### src/vic_pkg.sv
// Package: register map, field layout and state types of the vector slice
package vic_pkg;

    // ------------------------------------------------------------------
    // Register byte offsets
    // ------------------------------------------------------------------
    localparam logic [11:0] VIC_OFF_VEC_LO    = 12'h080;
    localparam logic [11:0] VIC_OFF_VEC_HI    = 12'h0fc;
    localparam logic [11:0] VIC_OFF_NORM_VEC  = 12'h100;
    localparam logic [11:0] VIC_OFF_FAST_VEC  = 12'h104;
    localparam logic [11:0] VIC_OFF_CUR_SRC   = 12'h108;
    localparam logic [11:0] VIC_OFF_PENDING   = 12'h10c;
    localparam logic [11:0] VIC_OFF_ENABLED   = 12'h110;
    localparam logic [11:0] VIC_OFF_CORE_REQ  = 12'h114;
    localparam logic [11:0] VIC_OFF_EN_CMD    = 12'h120;
    localparam logic [11:0] VIC_OFF_DIS_CMD   = 12'h124;
    localparam logic [11:0] VIC_OFF_CLR_CMD   = 12'h128;
    localparam logic [11:0] VIC_OFF_SET_CMD   = 12'h12c;
    localparam logic [11:0] VIC_OFF_EOS_CMD   = 12'h130;
    localparam logic [11:0] VIC_OFF_SPU_VEC   = 12'h134;
    localparam logic [11:0] VIC_OFF_EVT_STAT  = 12'h150;
    localparam logic [11:0] VIC_OFF_EVT_MASK  = 12'h154;

    // ------------------------------------------------------------------
    // Field positions
    // ------------------------------------------------------------------
    localparam int VIC_FAST_BIT      = 0;
    localparam int VIC_SYS_BIT       = 1;
    localparam int VIC_LINE_FAST_BIT = 0;
    localparam int VIC_LINE_NORM_BIT = 1;
    localparam int VIC_EVT_SPUR_NORM = 0;
    localparam int VIC_EVT_SPUR_FAST = 1;
    localparam int VIC_EVT_EOS_IDLE  = 2;
    localparam int VIC_EVT_W         = 3;

    // ------------------------------------------------------------------
    // Reset values
    // ------------------------------------------------------------------
    localparam logic [31:0] VIC_RST_WORD = 32'h0000_0000;
    localparam logic [4:0]  VIC_RST_CUR  = 5'h00;

    // APB access phase, one wait state so read data leaves a flop
    typedef enum logic [1:0] {
        VIC_PH_IDLE = 2'b01,
        VIC_PH_DONE = 2'b10
    } vic_phase_t;

    typedef struct packed {
        logic [31:0]          pend;
        logic [31:0]          enab;
        logic [31:0]          spu;
        logic [31:0]          rdata;
        logic                 slverr;
        vic_phase_t           ph;
        logic [4:0]           cur;
        logic                 busy;
        logic                 fast_n;
        logic                 norm_n;
        logic [VIC_EVT_W-1:0] evt_st;
        logic [VIC_EVT_W-1:0] evt_msk;
    } vic_state_t;

endpackage

### src/vic_status_cmd.sv
// Module: status and command register slice of a vectored controller
//
// Operation
// - Current-source register returns serviced number, resets zero
// - Bit 0 fast, bit 1 system, others peripheral
// - Pending register shows pending sources as ones
// - Enabled register shows enabled sources, resets zero
// - Core status bit 0 mirrors fast request line
// - Core status bit 1 mirrors normal request line
// - Enable command sets written-one sources enabled
// - Disable command clears written-one sources enabled
// - Clear command drops pending on written-one sources
// - Set command forces pending on written-one sources
// - Any end-of-service write ends current service
// - Spurious vector register read/write, resets zero
// - Spurious normal read returns spurious vector
// - Spurious fast read returns spurious vector
// - Normal readout gives the winning pending source's vector
// - Fast readout gives source zero's vector
//
// The placing of the registers and the APB register port were decided locally.
module vic_status_cmd
    import vic_pkg::*;
#(
    parameter int NSRC = 32
) (
    // Clock and reset
    input  wire logic        pclk,
    input  wire logic        presetn,
    // APB slave
    input  wire logic        psel,
    input  wire logic        penable,
    input  wire logic        pwrite,
    input  wire logic [11:0] paddr,
    input  wire logic [31:0] pwdata,
    input  wire logic [3:0]  pstrb,
    output logic             pready,
    output logic [31:0]      prdata,
    output logic             pslverr,
    // Interrupt sources, same clock domain, level held while requesting
    input  wire logic [31:0] src_req,
    // Source vector store read path
    output logic [4:0]       vec_sel,
    input  wire logic [31:0] vec_data,
    // Requests to the processor core, active low
    output logic             fast_request_out_n,
    output logic             normal_request_out_n,
    // Service event interrupt
    output logic             evt_irq
);

    // ------------------------------------------------------------------
    // Helpers
    // ------------------------------------------------------------------
    // Lowest-numbered normal source wins; fixed order stands in for the
    // priority arbiter that lives elsewhere in the controller.
    function automatic logic [4:0] first_src(input logic [31:0] v);
        logic [4:0] idx;
        idx = VIC_RST_CUR;
        for (int i = 31; i >= VIC_SYS_BIT; i--) begin
            if (v[i]) begin
                idx = 5'(i);
            end
        end
        return idx;
    endfunction

    function automatic logic is_vec_reg(input logic [11:0] a);
        return (a >= VIC_OFF_VEC_LO) && (a <= VIC_OFF_VEC_HI);
    endfunction

    // ------------------------------------------------------------------
    // State
    // ------------------------------------------------------------------
    vic_state_t s_r;
    vic_state_t s_nxt;

    logic [31:0] norm_live;
    logic        norm_any;
    logic [4:0]  norm_win;
    logic        fast_live;
    logic        acc;
    logic        fin;
    logic        wr_fin;
    logic        rd_fin;
    logic [11:0] a;
    logic        mapped;
    logic [31:0] wmask;

    always_comb begin
        norm_live = s_r.pend & s_r.enab;
        norm_live[VIC_FAST_BIT] = 1'b0;
        norm_any  = |norm_live;
        norm_win  = first_src(norm_live);
        fast_live = s_r.pend[VIC_FAST_BIT] & s_r.enab[VIC_FAST_BIT];
        acc       = psel & penable;
        fin       = acc & (s_r.ph == VIC_PH_DONE);
        wr_fin    = fin & pwrite;
        rd_fin    = fin & ~pwrite;
        a         = {paddr[11:2], 2'b00};
        mapped    = is_vec_reg(a)
                  || (a == VIC_OFF_NORM_VEC) || (a == VIC_OFF_FAST_VEC)
                  || (a == VIC_OFF_CUR_SRC)  || (a == VIC_OFF_PENDING)
                  || (a == VIC_OFF_ENABLED)  || (a == VIC_OFF_CORE_REQ)
                  || (a == VIC_OFF_EN_CMD)   || (a == VIC_OFF_DIS_CMD)
                  || (a == VIC_OFF_CLR_CMD)  || (a == VIC_OFF_SET_CMD)
                  || (a == VIC_OFF_EOS_CMD)  || (a == VIC_OFF_SPU_VEC)
                  || (a == VIC_OFF_EVT_STAT) || (a == VIC_OFF_EVT_MASK);
        for (int b = 0; b < 4; b++) begin
            wmask[8*b +: 8] = {8{pstrb[b]}};
        end
    end

    // Vector store index follows the address being read
    always_comb begin
        if (a == VIC_OFF_FAST_VEC) begin
            vec_sel = 5'(VIC_FAST_BIT);
        end else if (a == VIC_OFF_NORM_VEC) begin
            vec_sel = norm_win;
        end else begin
            vec_sel = a[6:2];
        end
    end

    // ------------------------------------------------------------------
    // Next state
    // ------------------------------------------------------------------
    always_comb begin
        logic [31:0] en_w;
        logic [31:0] dis_w;
        logic [31:0] clr_w;
        logic [31:0] set_w;
        logic [31:0] svc_clr;
        logic [VIC_EVT_W-1:0] evt;
        en_w    = '0;
        dis_w   = '0;
        clr_w   = '0;
        set_w   = '0;
        svc_clr = '0;
        evt     = '0;
        s_nxt   = s_r;

        // Bus phase: first access cycle loads read data, second ends it
        if (acc && s_r.ph == VIC_PH_IDLE) begin
            s_nxt.ph     = VIC_PH_DONE;
            s_nxt.slverr = ~mapped;
            s_nxt.rdata  = VIC_RST_WORD;
            if (!pwrite) begin
                if (is_vec_reg(a)) begin
                    s_nxt.rdata = vec_data;
                end else if (a == VIC_OFF_NORM_VEC) begin
                    if (norm_any && !s_r.busy) begin
                        s_nxt.rdata = vec_data;
                    end else begin
                        s_nxt.rdata = s_r.spu;
                    end
                end else if (a == VIC_OFF_FAST_VEC) begin
                    if (fast_live) begin
                        s_nxt.rdata = vec_data;
                    end else begin
                        s_nxt.rdata = s_r.spu;
                    end
                end else if (a == VIC_OFF_CUR_SRC) begin
                    s_nxt.rdata = {27'h0, s_r.cur};
                end else if (a == VIC_OFF_PENDING) begin
                    s_nxt.rdata = s_r.pend;
                end else if (a == VIC_OFF_ENABLED) begin
                    s_nxt.rdata = s_r.enab;
                end else if (a == VIC_OFF_CORE_REQ) begin
                    s_nxt.rdata = {30'h0,
                                   ~s_r.norm_n,
                                   ~s_r.fast_n};
                end else if (a == VIC_OFF_SPU_VEC) begin
                    s_nxt.rdata = s_r.spu;
                end else if (a == VIC_OFF_EVT_STAT) begin
                    s_nxt.rdata = {29'h0, s_r.evt_st};
                end else if (a == VIC_OFF_EVT_MASK) begin
                    s_nxt.rdata = {29'h0, s_r.evt_msk};
                end
            end
        end else if (fin || !acc) begin
            s_nxt.ph = VIC_PH_IDLE;
        end

        // Writes and read side effects happen only at the ready edge
        if (wr_fin) begin
            if (a == VIC_OFF_EN_CMD) begin
                en_w = pwdata;
            end else if (a == VIC_OFF_DIS_CMD) begin
                dis_w = pwdata;
            end else if (a == VIC_OFF_CLR_CMD) begin
                clr_w = pwdata;
            end else if (a == VIC_OFF_SET_CMD) begin
                set_w = pwdata;
            end else if (a == VIC_OFF_EOS_CMD) begin
                // Data ignored: the write itself marks completion
                if (!s_r.busy) begin
                    evt[VIC_EVT_EOS_IDLE] = 1'b1;
                end
                s_nxt.busy = 1'b0;
            end else if (a == VIC_OFF_SPU_VEC) begin
                s_nxt.spu = (s_r.spu & ~wmask)
                          | (pwdata & wmask);
            end else if (a == VIC_OFF_EVT_MASK) begin
                s_nxt.evt_msk = pwdata[VIC_EVT_W-1:0];
            end
        end

        if (rd_fin && a == VIC_OFF_NORM_VEC) begin
            if (norm_any && !s_r.busy) begin
                // Acknowledge: source enters service, its request is taken
                s_nxt.cur  = norm_win;
                s_nxt.busy = 1'b1;
                svc_clr[norm_win] = 1'b1;
            end else begin
                evt[VIC_EVT_SPUR_NORM] = 1'b1;
            end
        end
        if (rd_fin && a == VIC_OFF_FAST_VEC) begin
            if (fast_live) begin
                svc_clr[VIC_FAST_BIT] = 1'b1;
            end else begin
                evt[VIC_EVT_SPUR_FAST] = 1'b1;
            end
        end

        // Disable wins when both commands hit one source together
        s_nxt.enab = (s_r.enab | en_w) & ~dis_w;
        // A request or set arriving with a clear still lands
        s_nxt.pend = (s_r.pend & ~clr_w & ~svc_clr)
                   | set_w | src_req;

        s_nxt.fast_n = ~(s_nxt.pend[VIC_FAST_BIT]
                       & s_nxt.enab[VIC_FAST_BIT]);
        s_nxt.norm_n = ~((|(s_nxt.pend[31:1] & s_nxt.enab[31:1]))
                       & ~s_nxt.busy);

        // Event status: set beats write-one-to-clear
        if (wr_fin && a == VIC_OFF_EVT_STAT) begin
            s_nxt.evt_st = s_r.evt_st & ~pwdata[VIC_EVT_W-1:0];
        end
        s_nxt.evt_st = s_nxt.evt_st | evt;
    end

    // ------------------------------------------------------------------
    // State register
    // ------------------------------------------------------------------
    always_ff @(posedge pclk or negedge presetn) begin
        if (!presetn) begin
            s_r.pend    <= VIC_RST_WORD;
            s_r.enab    <= VIC_RST_WORD;
            s_r.spu     <= VIC_RST_WORD;
            s_r.rdata   <= VIC_RST_WORD;
            s_r.slverr  <= 1'b0;
            s_r.ph      <= VIC_PH_IDLE;
            s_r.cur     <= VIC_RST_CUR;
            s_r.busy    <= 1'b0;
            s_r.fast_n  <= 1'b1;
            s_r.norm_n  <= 1'b1;
            s_r.evt_st  <= '0;
            s_r.evt_msk <= '0;
        end else begin
            s_r <= s_nxt;
        end
    end

    // ------------------------------------------------------------------
    // Outputs
    // ------------------------------------------------------------------
    assign pready               = s_r.ph == VIC_PH_DONE;
    assign prdata               = s_r.rdata;
    assign pslverr              = s_r.slverr & (s_r.ph == VIC_PH_DONE);
    assign fast_request_out_n   = s_r.fast_n;
    assign normal_request_out_n = s_r.norm_n;
    assign evt_irq              = |(s_r.evt_st & s_r.evt_msk);

endmodule

### config.mk
export PLATFORM = sky130hd
export DESIGN_NAME = vic_status_cmd
export DESIGN_NICKNAME = d
export VERILOG_FILES = /design/src/vic_pkg.sv /design/src/vic_status_cmd.sv
export SDC_FILE = /design/constraint.sdc
export NUM_CORES = 1
export LEC_CHECK = 0
export ABC_AREA = 1
export BUFFER_PORTS_ARGS = -buffer_cell sky130_fd_sc_hd__buf_4
export CELL_PAD_IN_SITES_DETAIL_PLACEMENT = 1
export CELL_PAD_IN_SITES_GLOBAL_PLACEMENT = 2
export CORE_ASPECT_RATIO = 0.8
export CORE_UTILIZATION = 32
export DETAILED_ROUTE_END_ITERATION = 16
export GPL_ROUTABILITY_DRIVEN = 0
export MAX_ROUTING_LAYER = met4
export PLACE_DENSITY = 0.88
export SLEW_MARGIN = 20
export SYNTH_ARGS = -nofsm -noshare
export SYNTH_HDL_FRONTEND = slang
export SYNTH_SLANG_ARGS = --single-unit
### constraint.sdc
create_clock -name pclk -period 3.3 [get_ports pclk]
set_clock_uncertainty 0.05 [all_clocks]
set_input_delay 0.165 -clock pclk [delete_from_list [all_inputs] [get_ports pclk]]
set_output_delay 0.165 -clock pclk [all_outputs]
set_load 0.01 [all_outputs]
# Yosys cells after proc, flatten, opt, wreduce, memory -nomap -nowiden
# Cells that the tools add are included.
[word_totals]
reg_bits = 145
inputBits = 117
elab_cells = 191
output_inout_bits = 42
[classes]
bitwise_logic = 40
mux = 88
order_cmp = 4
eq_ne = 16
reduce_logical = 31
[op_table]
columns = ["operator", "n"]
rows = [
  ["two-way mux 32 bit", 27],
  ["AND 32 bit", 6],
  ["two-way mux 5 bit", 33],
  ["equality test 10 x 7 -> 1 bit, second input constant", 14],
  ["inverter 32 bit", 4],
  ["OR 32 bit", 4],
  ["OR reduction 31 bit", 2],
  ["AND 31 bit", 1],
  ["two-way mux 1 bit", 22],
  ["logical OR 1 bit", 15],
  ["inverter 1 bit", 13],
  ["greater-or-equal comparator 12 x 8 -> 1 bit, second input constant", 1],
  ["<= comparator 12 x 8 -> 1 bit, second input constant", 1],
  ["two-way mux 3 bit", 3],
  ["AND 1 bit", 8],
  ["AND reduction 8 bit", 1],
  ["logical AND 1 bit", 7],
  ["AND reduction 7 bit", 1],
  ["AND 3 bit", 2],
  ["less-than comparator 5 x 6 -> 1 bit, second input constant", 1],
  ["demux 1 bit (select 5 bit)", 1],
  ["greater-or-equal comparator 5 x 1 -> 1 bit, second input constant", 1],
  ["two-way mux 2 bit", 2],
  ["inverter 3 bit", 1],
  ["7 further kinds", 8],
]

# Logic depth before layout (Yosys ltp)
[depth]
ltp_word = 48
depth_mapped = 43
mapped_depth_nobuf = 42

# Worst setup path after synthesis
# OpenSTA, ideal clock, no wires.
[synth_path]
kind = "flip-flop to flip-flop"
startpoint = "register s_r[144] (netlist bit)"
endpoint = "register s_r (netlist bit normal_request_out_n)"
t_required_ns = 3.190
synth_period_minus_slack_ns = 2.639
path_stages_with_launch = 43
path_buffers = 1
arrival_time_ns = 2.529
setup_slack_ns = 0.661
setup_ns = 0.060
cell_sequence = "dfrtp_1 nand2_1 inv_1 nand2_1 nand2_1 nand2_1 nand2_1 nand2_1 nand2_1 nand2_1 nand2_1 nand2_1 nand2_1 nand2_1 nand2_1 nand2_1 nand2_1 nand2_1 [7 not listed] nand2_1 nand2_1 nand2_1 nand2_1 nand2_1 nand2_2 nand2_4 buf_6 nand4_1 nand2_1 nand2_1 nand2_1 nand2_1 nor2_1 nand2_2 nor2_1 nand2_1 nand2_1"
[synth_lines]
columns = ["item", "line", "source"]
rows = [
  ["from (decl)", "vic_status_cmd.sv:75", "vic_state_t s_r;"],
  ["from (signal assigned)", "vic_status_cmd.sv:263", "s_r <= s_nxt;"],
]

==> metrics.txt <==
# TYPE chip_impl_metric gauge
chip_impl_info{name="rr_startpoint",value="s_r[112]$_DFF_PN0_"} 1
chip_impl_metric{name="synth_enable_flop_cells",unit=""} 0
chip_impl_metric{name="floorplan.die_area",unit="mm^2"} 0.0308
chip_impl_metric{name="vias",unit=""} 10900
chip_impl_metric{name="grt_pass1_wl",unit="mm"} 64.9
chip_impl_metric{name="core-area",unit="mm^2"} 0.0295
chip_impl_metric{name="worst_skew_pair.late_latency",unit="ns"} 0.44
chip_impl_info{name="synth_area_leaders",value="sky130_fd_sc_hd__dfrtp_1 (37%), sky130_fd_sc_hd__nand2_1 (14%), sky130_fd_sc_hd__o21ai_0 (8.5%)"} 1
chip_impl_metric{name="fillers",unit=""} 3716
chip_impl_metric{name="slowest_delay",unit="ns"} 0.35
chip_impl_info{name="layout.cells.most_common",value="sky130_fd_sc_hd__nand2_1"} 1
chip_impl_metric{name="detail_route.wl_per_cell",unit="um"} 21.1
chip_impl_metric{name="grt_overflow",unit=""} 0
chip_impl_info{name="most_used_cell_along_the_critical_path",value="sky130_fd_sc_hd__nand2_1"} 1
chip_impl_metric{name="rrSetupSlack",unit="ns"} -0.15
chip_impl_info{name="grt_setup_unrepaired",value="true"} 1
chip_impl_metric{name="placedCellCount",unit=""} 1903
chip_impl_info{name="status",value="complete, but fails checks"} 1
chip_impl_metric{name="worstHoldPathCells",unit=""} 3
chip_impl_metric{name="antennaDiodeCount",unit=""} 0
chip_impl_info{name="tritoncts",value="yes"} 1
chip_impl_info{name="criticalPathCategory",value="flop to flop"} 1
chip_impl_metric{name="synth_seq_cells",unit=""} 145
chip_impl_metric{name="cp_data_arrival_time",unit="ns"} 3.78
chip_impl_metric{name="design.portCount",unit=""} 159
chip_impl_metric{name="clkTransAtPathRegs",unit="ns"} 0.07
chip_impl_metric{name="synth.lib_cells_used.distinct",unit=""} 45
chip_impl_metric{name="antenna_violations_before_repair",unit=""} 2
chip_impl_metric{name="post-synth-top-area-fraction",unit=""} 0.369
chip_impl_metric{name="mappedNetlistArea",unit="mm^2"} 0.00964
chip_impl_metric{name="post_synth.cell_area_avg",unit="um^2"} 6.96
chip_impl_metric{name="synth-async-reset-ratio",unit=""} 1.00
chip_impl_metric{name="hpwl_after_detailed_placement",unit="mm"} 30.7
chip_impl_metric{name="count_of_unresolved_drc_violations_after_routing",unit=""} 0
chip_impl_metric{name="setup_total_negative_slack",unit="ns"} -0.278
chip_impl_metric{name="ant_nets",unit=""} 0
chip_impl_metric{name="preCtsSetupSlack",unit="ns"} 0.0239
chip_impl_metric{name="height_of_the_die",unit="um"} 157
chip_impl_metric{name="final.hold.worst_slack",unit="ns"} 0.00303
chip_impl_metric{name="ratio_of_cells_with_drive_above_1_in_the_final_layout",unit=""} 0.219
chip_impl_metric{name="drtIter0Drc",unit=""} 837
chip_impl_metric{name="floorplan.die.width",unit="um"} 196
chip_impl_info{name="cp_launch_type",value="flop"} 1
chip_impl_metric{name="drt_wl_total",unit="mm"} 42.5
chip_impl_metric{name="floorplan.initialDensity",unit=""} 0.327
chip_impl_metric{name="fin_nets",unit=""} 1715
chip_impl_info{name="dominantRegCellSynth",value="sky130_fd_sc_hd__dfrtp_1"} 1
chip_impl_metric{name="num_rows",unit=""} 56
chip_impl_metric{name="cp.required",unit="ns"} 3.63
chip_impl_metric{name="instances_no_fill",unit=""} 2017
chip_impl_metric{name="area_added_between_synthesis_and_finish",unit="%"} 32.9
chip_impl_metric{name="fin_ws",unit="ns"} -0.155
chip_impl_metric{name="max-clock-path-buffers",unit=""} 2
chip_impl_metric{name="grt_max_degree",unit=""} 79
chip_impl_metric{name="gr-usage-all-layers",unit=""} 0.286
chip_impl_info{name="worstSetupStartpoint",value="s_r[112]$_DFF_PN0_"} 1
chip_impl_info{name="crit_slowest_cell",value="sky130_fd_sc_hd__dfrtp_1"} 1
chip_impl_metric{name="grt_pass1_vias",unit=""} 11100
chip_impl_info{name="worst_hold_path_type",value="input pin to flop"} 1
chip_impl_info{name="violations",value="setup timing"} 1
chip_impl_metric{name="clock_net_sink_count",unit=""} 145
chip_impl_metric{name="port_buffers",unit=""} 156
chip_impl_metric{name="net_count_of_the_mapped_netlist",unit=""} 1502
chip_impl_metric{name="final_util",unit=""} 0.434
chip_impl_info{name="layout.cells.most_common_list",value="sky130_fd_sc_hd__nand2_1 (342), sky130_fd_sc_hd__buf_4 (216), sky130_fd_sc_hd__o21ai_0 (163)"} 1
chip_impl_metric{name="reg2reg_depth",unit=""} 45
chip_impl_metric{name="cts_inserted_buffers",unit=""} 17
chip_impl_info{name="hold_wc_startpoint",value="vec_data[27]"} 1
chip_impl_metric{name="seq_area_frac_synth",unit=""} 0.377
chip_impl_info{name="reg2reg_to",value="normal_request_out_n$_DFF_PN1_"} 1
chip_impl_metric{name="worst-path-max-fanout",unit=""} 5
chip_impl_metric{name="finalCriticalPeriod",unit="ns"} 3.45
chip_impl_info{name="worst_hold_path.endpoint",value="prdata[27]$_DFFE_PN0P_"} 1
chip_impl_metric{name="power_leakage",unit="nW"} 6.14
chip_impl_metric{name="hold_viol_final",unit=""} 0
chip_impl_metric{name="cap_viol_max_count",unit=""} 0
chip_impl_metric{name="p_per_cell_area",unit="mW/mm^2"} 346
chip_impl_metric{name="gate_count_of_the_mapped_netlist",unit=""} 1385
chip_impl_metric{name="detail_route.first_pass.iterations",unit=""} 4
chip_impl_metric{name="htreeDepth",unit=""} 4
chip_impl_metric{name="max_freq",unit="MHz"} 289
chip_impl_info{name="synthDominantAreaCellType",value="sky130_fd_sc_hd__dfrtp_1"} 1
chip_impl_metric{name="timing.final.max_slew_violations",unit=""} 0
chip_impl_metric{name="yosysWarnings",unit=""} 0
chip_impl_info{name="worst_setup_path_end_kind",value="flop"} 1
chip_impl_metric{name="worst_slew_pin_slew",unit="ns"} 0.918
chip_impl_metric{name="period_share",unit=""} 1.05
chip_impl_metric{name="max-slew-margin-rel",unit=""} 0.387
chip_impl_metric{name="avgViaCountPerCell",unit=""} 5.38
chip_impl_metric{name="worst_ir_drop_on_vdd",unit="V"} 0.000278
chip_impl_metric{name="timing.final.setup_violations",unit=""} 2
chip_impl_info{name="clock_tree.root_cell",value="sky130_fd_sc_hd__clkbuf_16"} 1
-- report_power, final --
group	switching [W]	total (W)	internal (W)
sequential	0.00000749	0.00180	0.00179
clock	0.000883	0.00226	0.00138
combinational	0.000204	0.000385	0.000181
-- Yosys cell counts (2+ instances only) --
| cell type | count |
|---|---|
| sky130_fd_sc_hd__o22ai_1 | 3 |
| sky130_fd_sc_hd__a31oi_1 | 19 |
| sky130_fd_sc_hd__buf_2 | 5 |
| sky130_fd_sc_hd__a32o_1 | 13 |
| sky130_fd_sc_hd__nor4_2 | 3 |
| sky130_fd_sc_hd__nor3_1 | 11 |
| sky130_fd_sc_hd__clkbuf_1 | 49 |
| sky130_fd_sc_hd__nand4_1 | 18 |
| sky130_fd_sc_hd__nand3_2 | 2 |
| sky130_fd_sc_hd__a21boi_0 | 9 |
| sky130_fd_sc_hd__a2111oi_0 | 2 |
| sky130_fd_sc_hd__o211ai_1 | 22 |
| sky130_fd_sc_hd__a21boi_1 | 6 |
| sky130_fd_sc_hd__buf_4 | 32 |
| sky130_fd_sc_hd__buf_1 | 5 |
| sky130_fd_sc_hd__o2111ai_1 | 3 |
| sky130_fd_sc_hd__o21ai_0 | 164 |
| sky130_fd_sc_hd__nand2_1 | 350 |
| sky130_fd_sc_hd__inv_1 | 120 |
| sky130_fd_sc_hd__o21bai_1 | 5 |
| sky130_fd_sc_hd__o21ai_1 | 8 |
| sky130_fd_sc_hd__nand3_1 | 53 |
| sky130_fd_sc_hd__a22oi_1 | 28 |
| sky130_fd_sc_hd__o31ai_1 | 4 |
| sky130_fd_sc_hd__nor2_1 | 137 |
| sky130_fd_sc_hd__inv_2 | 18 |
| sky130_fd_sc_hd__nand2_2 | 11 |
| sky130_fd_sc_hd__mux2_2 | 15 |
| sky130_fd_sc_hd__nor2_2 | 6 |
| sky130_fd_sc_hd__dfrtp_1 | 142 |
| sky130_fd_sc_hd__dfstp_2 | 3 |
| sky130_fd_sc_hd__a21oi_1 | 102 |
| sky130_fd_sc_hd__nand2_4 | 5 |
-- metal layers --
metal | vias to the layer above | track usage | share of wire
met5 | - | - | 0
met4 | 0 | 0.0800 | 0.021
met3 | 65 | 0.0486 | 0.062
met2 | 338 | 0.436 | 0.44
met1 | 5400 | 0.390 | 0.47
li1 | 5058 | - | -
-- metrics by stage --
stage          total power, W  cell area [um^2]
2_1_floorplan         0.00193              9640
3_5_place_dp          0.00216             11300
6_report              0.00444             12800
3_3_place_gp          0.00215             11300
5_1_grt               0.00455             12800
4_1_cts               0.00445             12700
-- cells by family (layout without fill, tap and decap cells) --
group / count (synthesis) / count (layout) / share of synthesized area
DFF: 145 / 145 / 0.377
buffers and inverters: 233 / 459 / 0.107
and+or+nand+nor: 600 / 600 / 0.263
AOI/OAI and AO/OA: 392 / 392 / 0.236
muxes: 15 / 15 / 0.0175
-- worst max-delay path: cells and delay by family (launching register included) --
family        cells  cell delay [ns]
buf+inv           4             0.39
simple gates     41             2.56
flops             1             0.35
-- repair_timing --
item                                    4_1_cts  5_1_grt
setup buffers                                22       10
pin swaps                                    17       21
endpoints found under the hold margin       143        0
resized for setup                            12       22
hold buffers                                 56        0
endpoints found under the setup margin        2        9
-- worst max-delay path by stage --
stage | endpoint | slack [ns] | depth (start not counted)
finish | normal_request_out_n$_DFF_PN1_ | -0.15 | 45
CTS | normal_request_out_n$_DFF_PN1_ | -0.05 | 43
global route | normal_request_out_n$_DFF_PN1_ | -0.53 | 44
floorplan | normal_request_out_n$_DFF_PN1_ | 0.66 | 42
global placement | normal_request_out_n$_DFF_PN1_ | 0.09 | 42
detailed placement | normal_request_out_n$_DFF_PN1_ | 0.02 | 24
-- area by class of cell --
cell class	count	area, um^2	share of cell area
Multi-Input combinational cell	1007	5090	0.397
Clock buffer	18	439	0.0343
Tap cell	406	508	0.0396
Clock inverter	14	225	0.0176
Timing Repair Buffer	288	2400	0.187
Sequential cell	145	3630	0.283
Inverter	139	524	0.0409
Note: power is estimated with default switching activity, not from simulation.
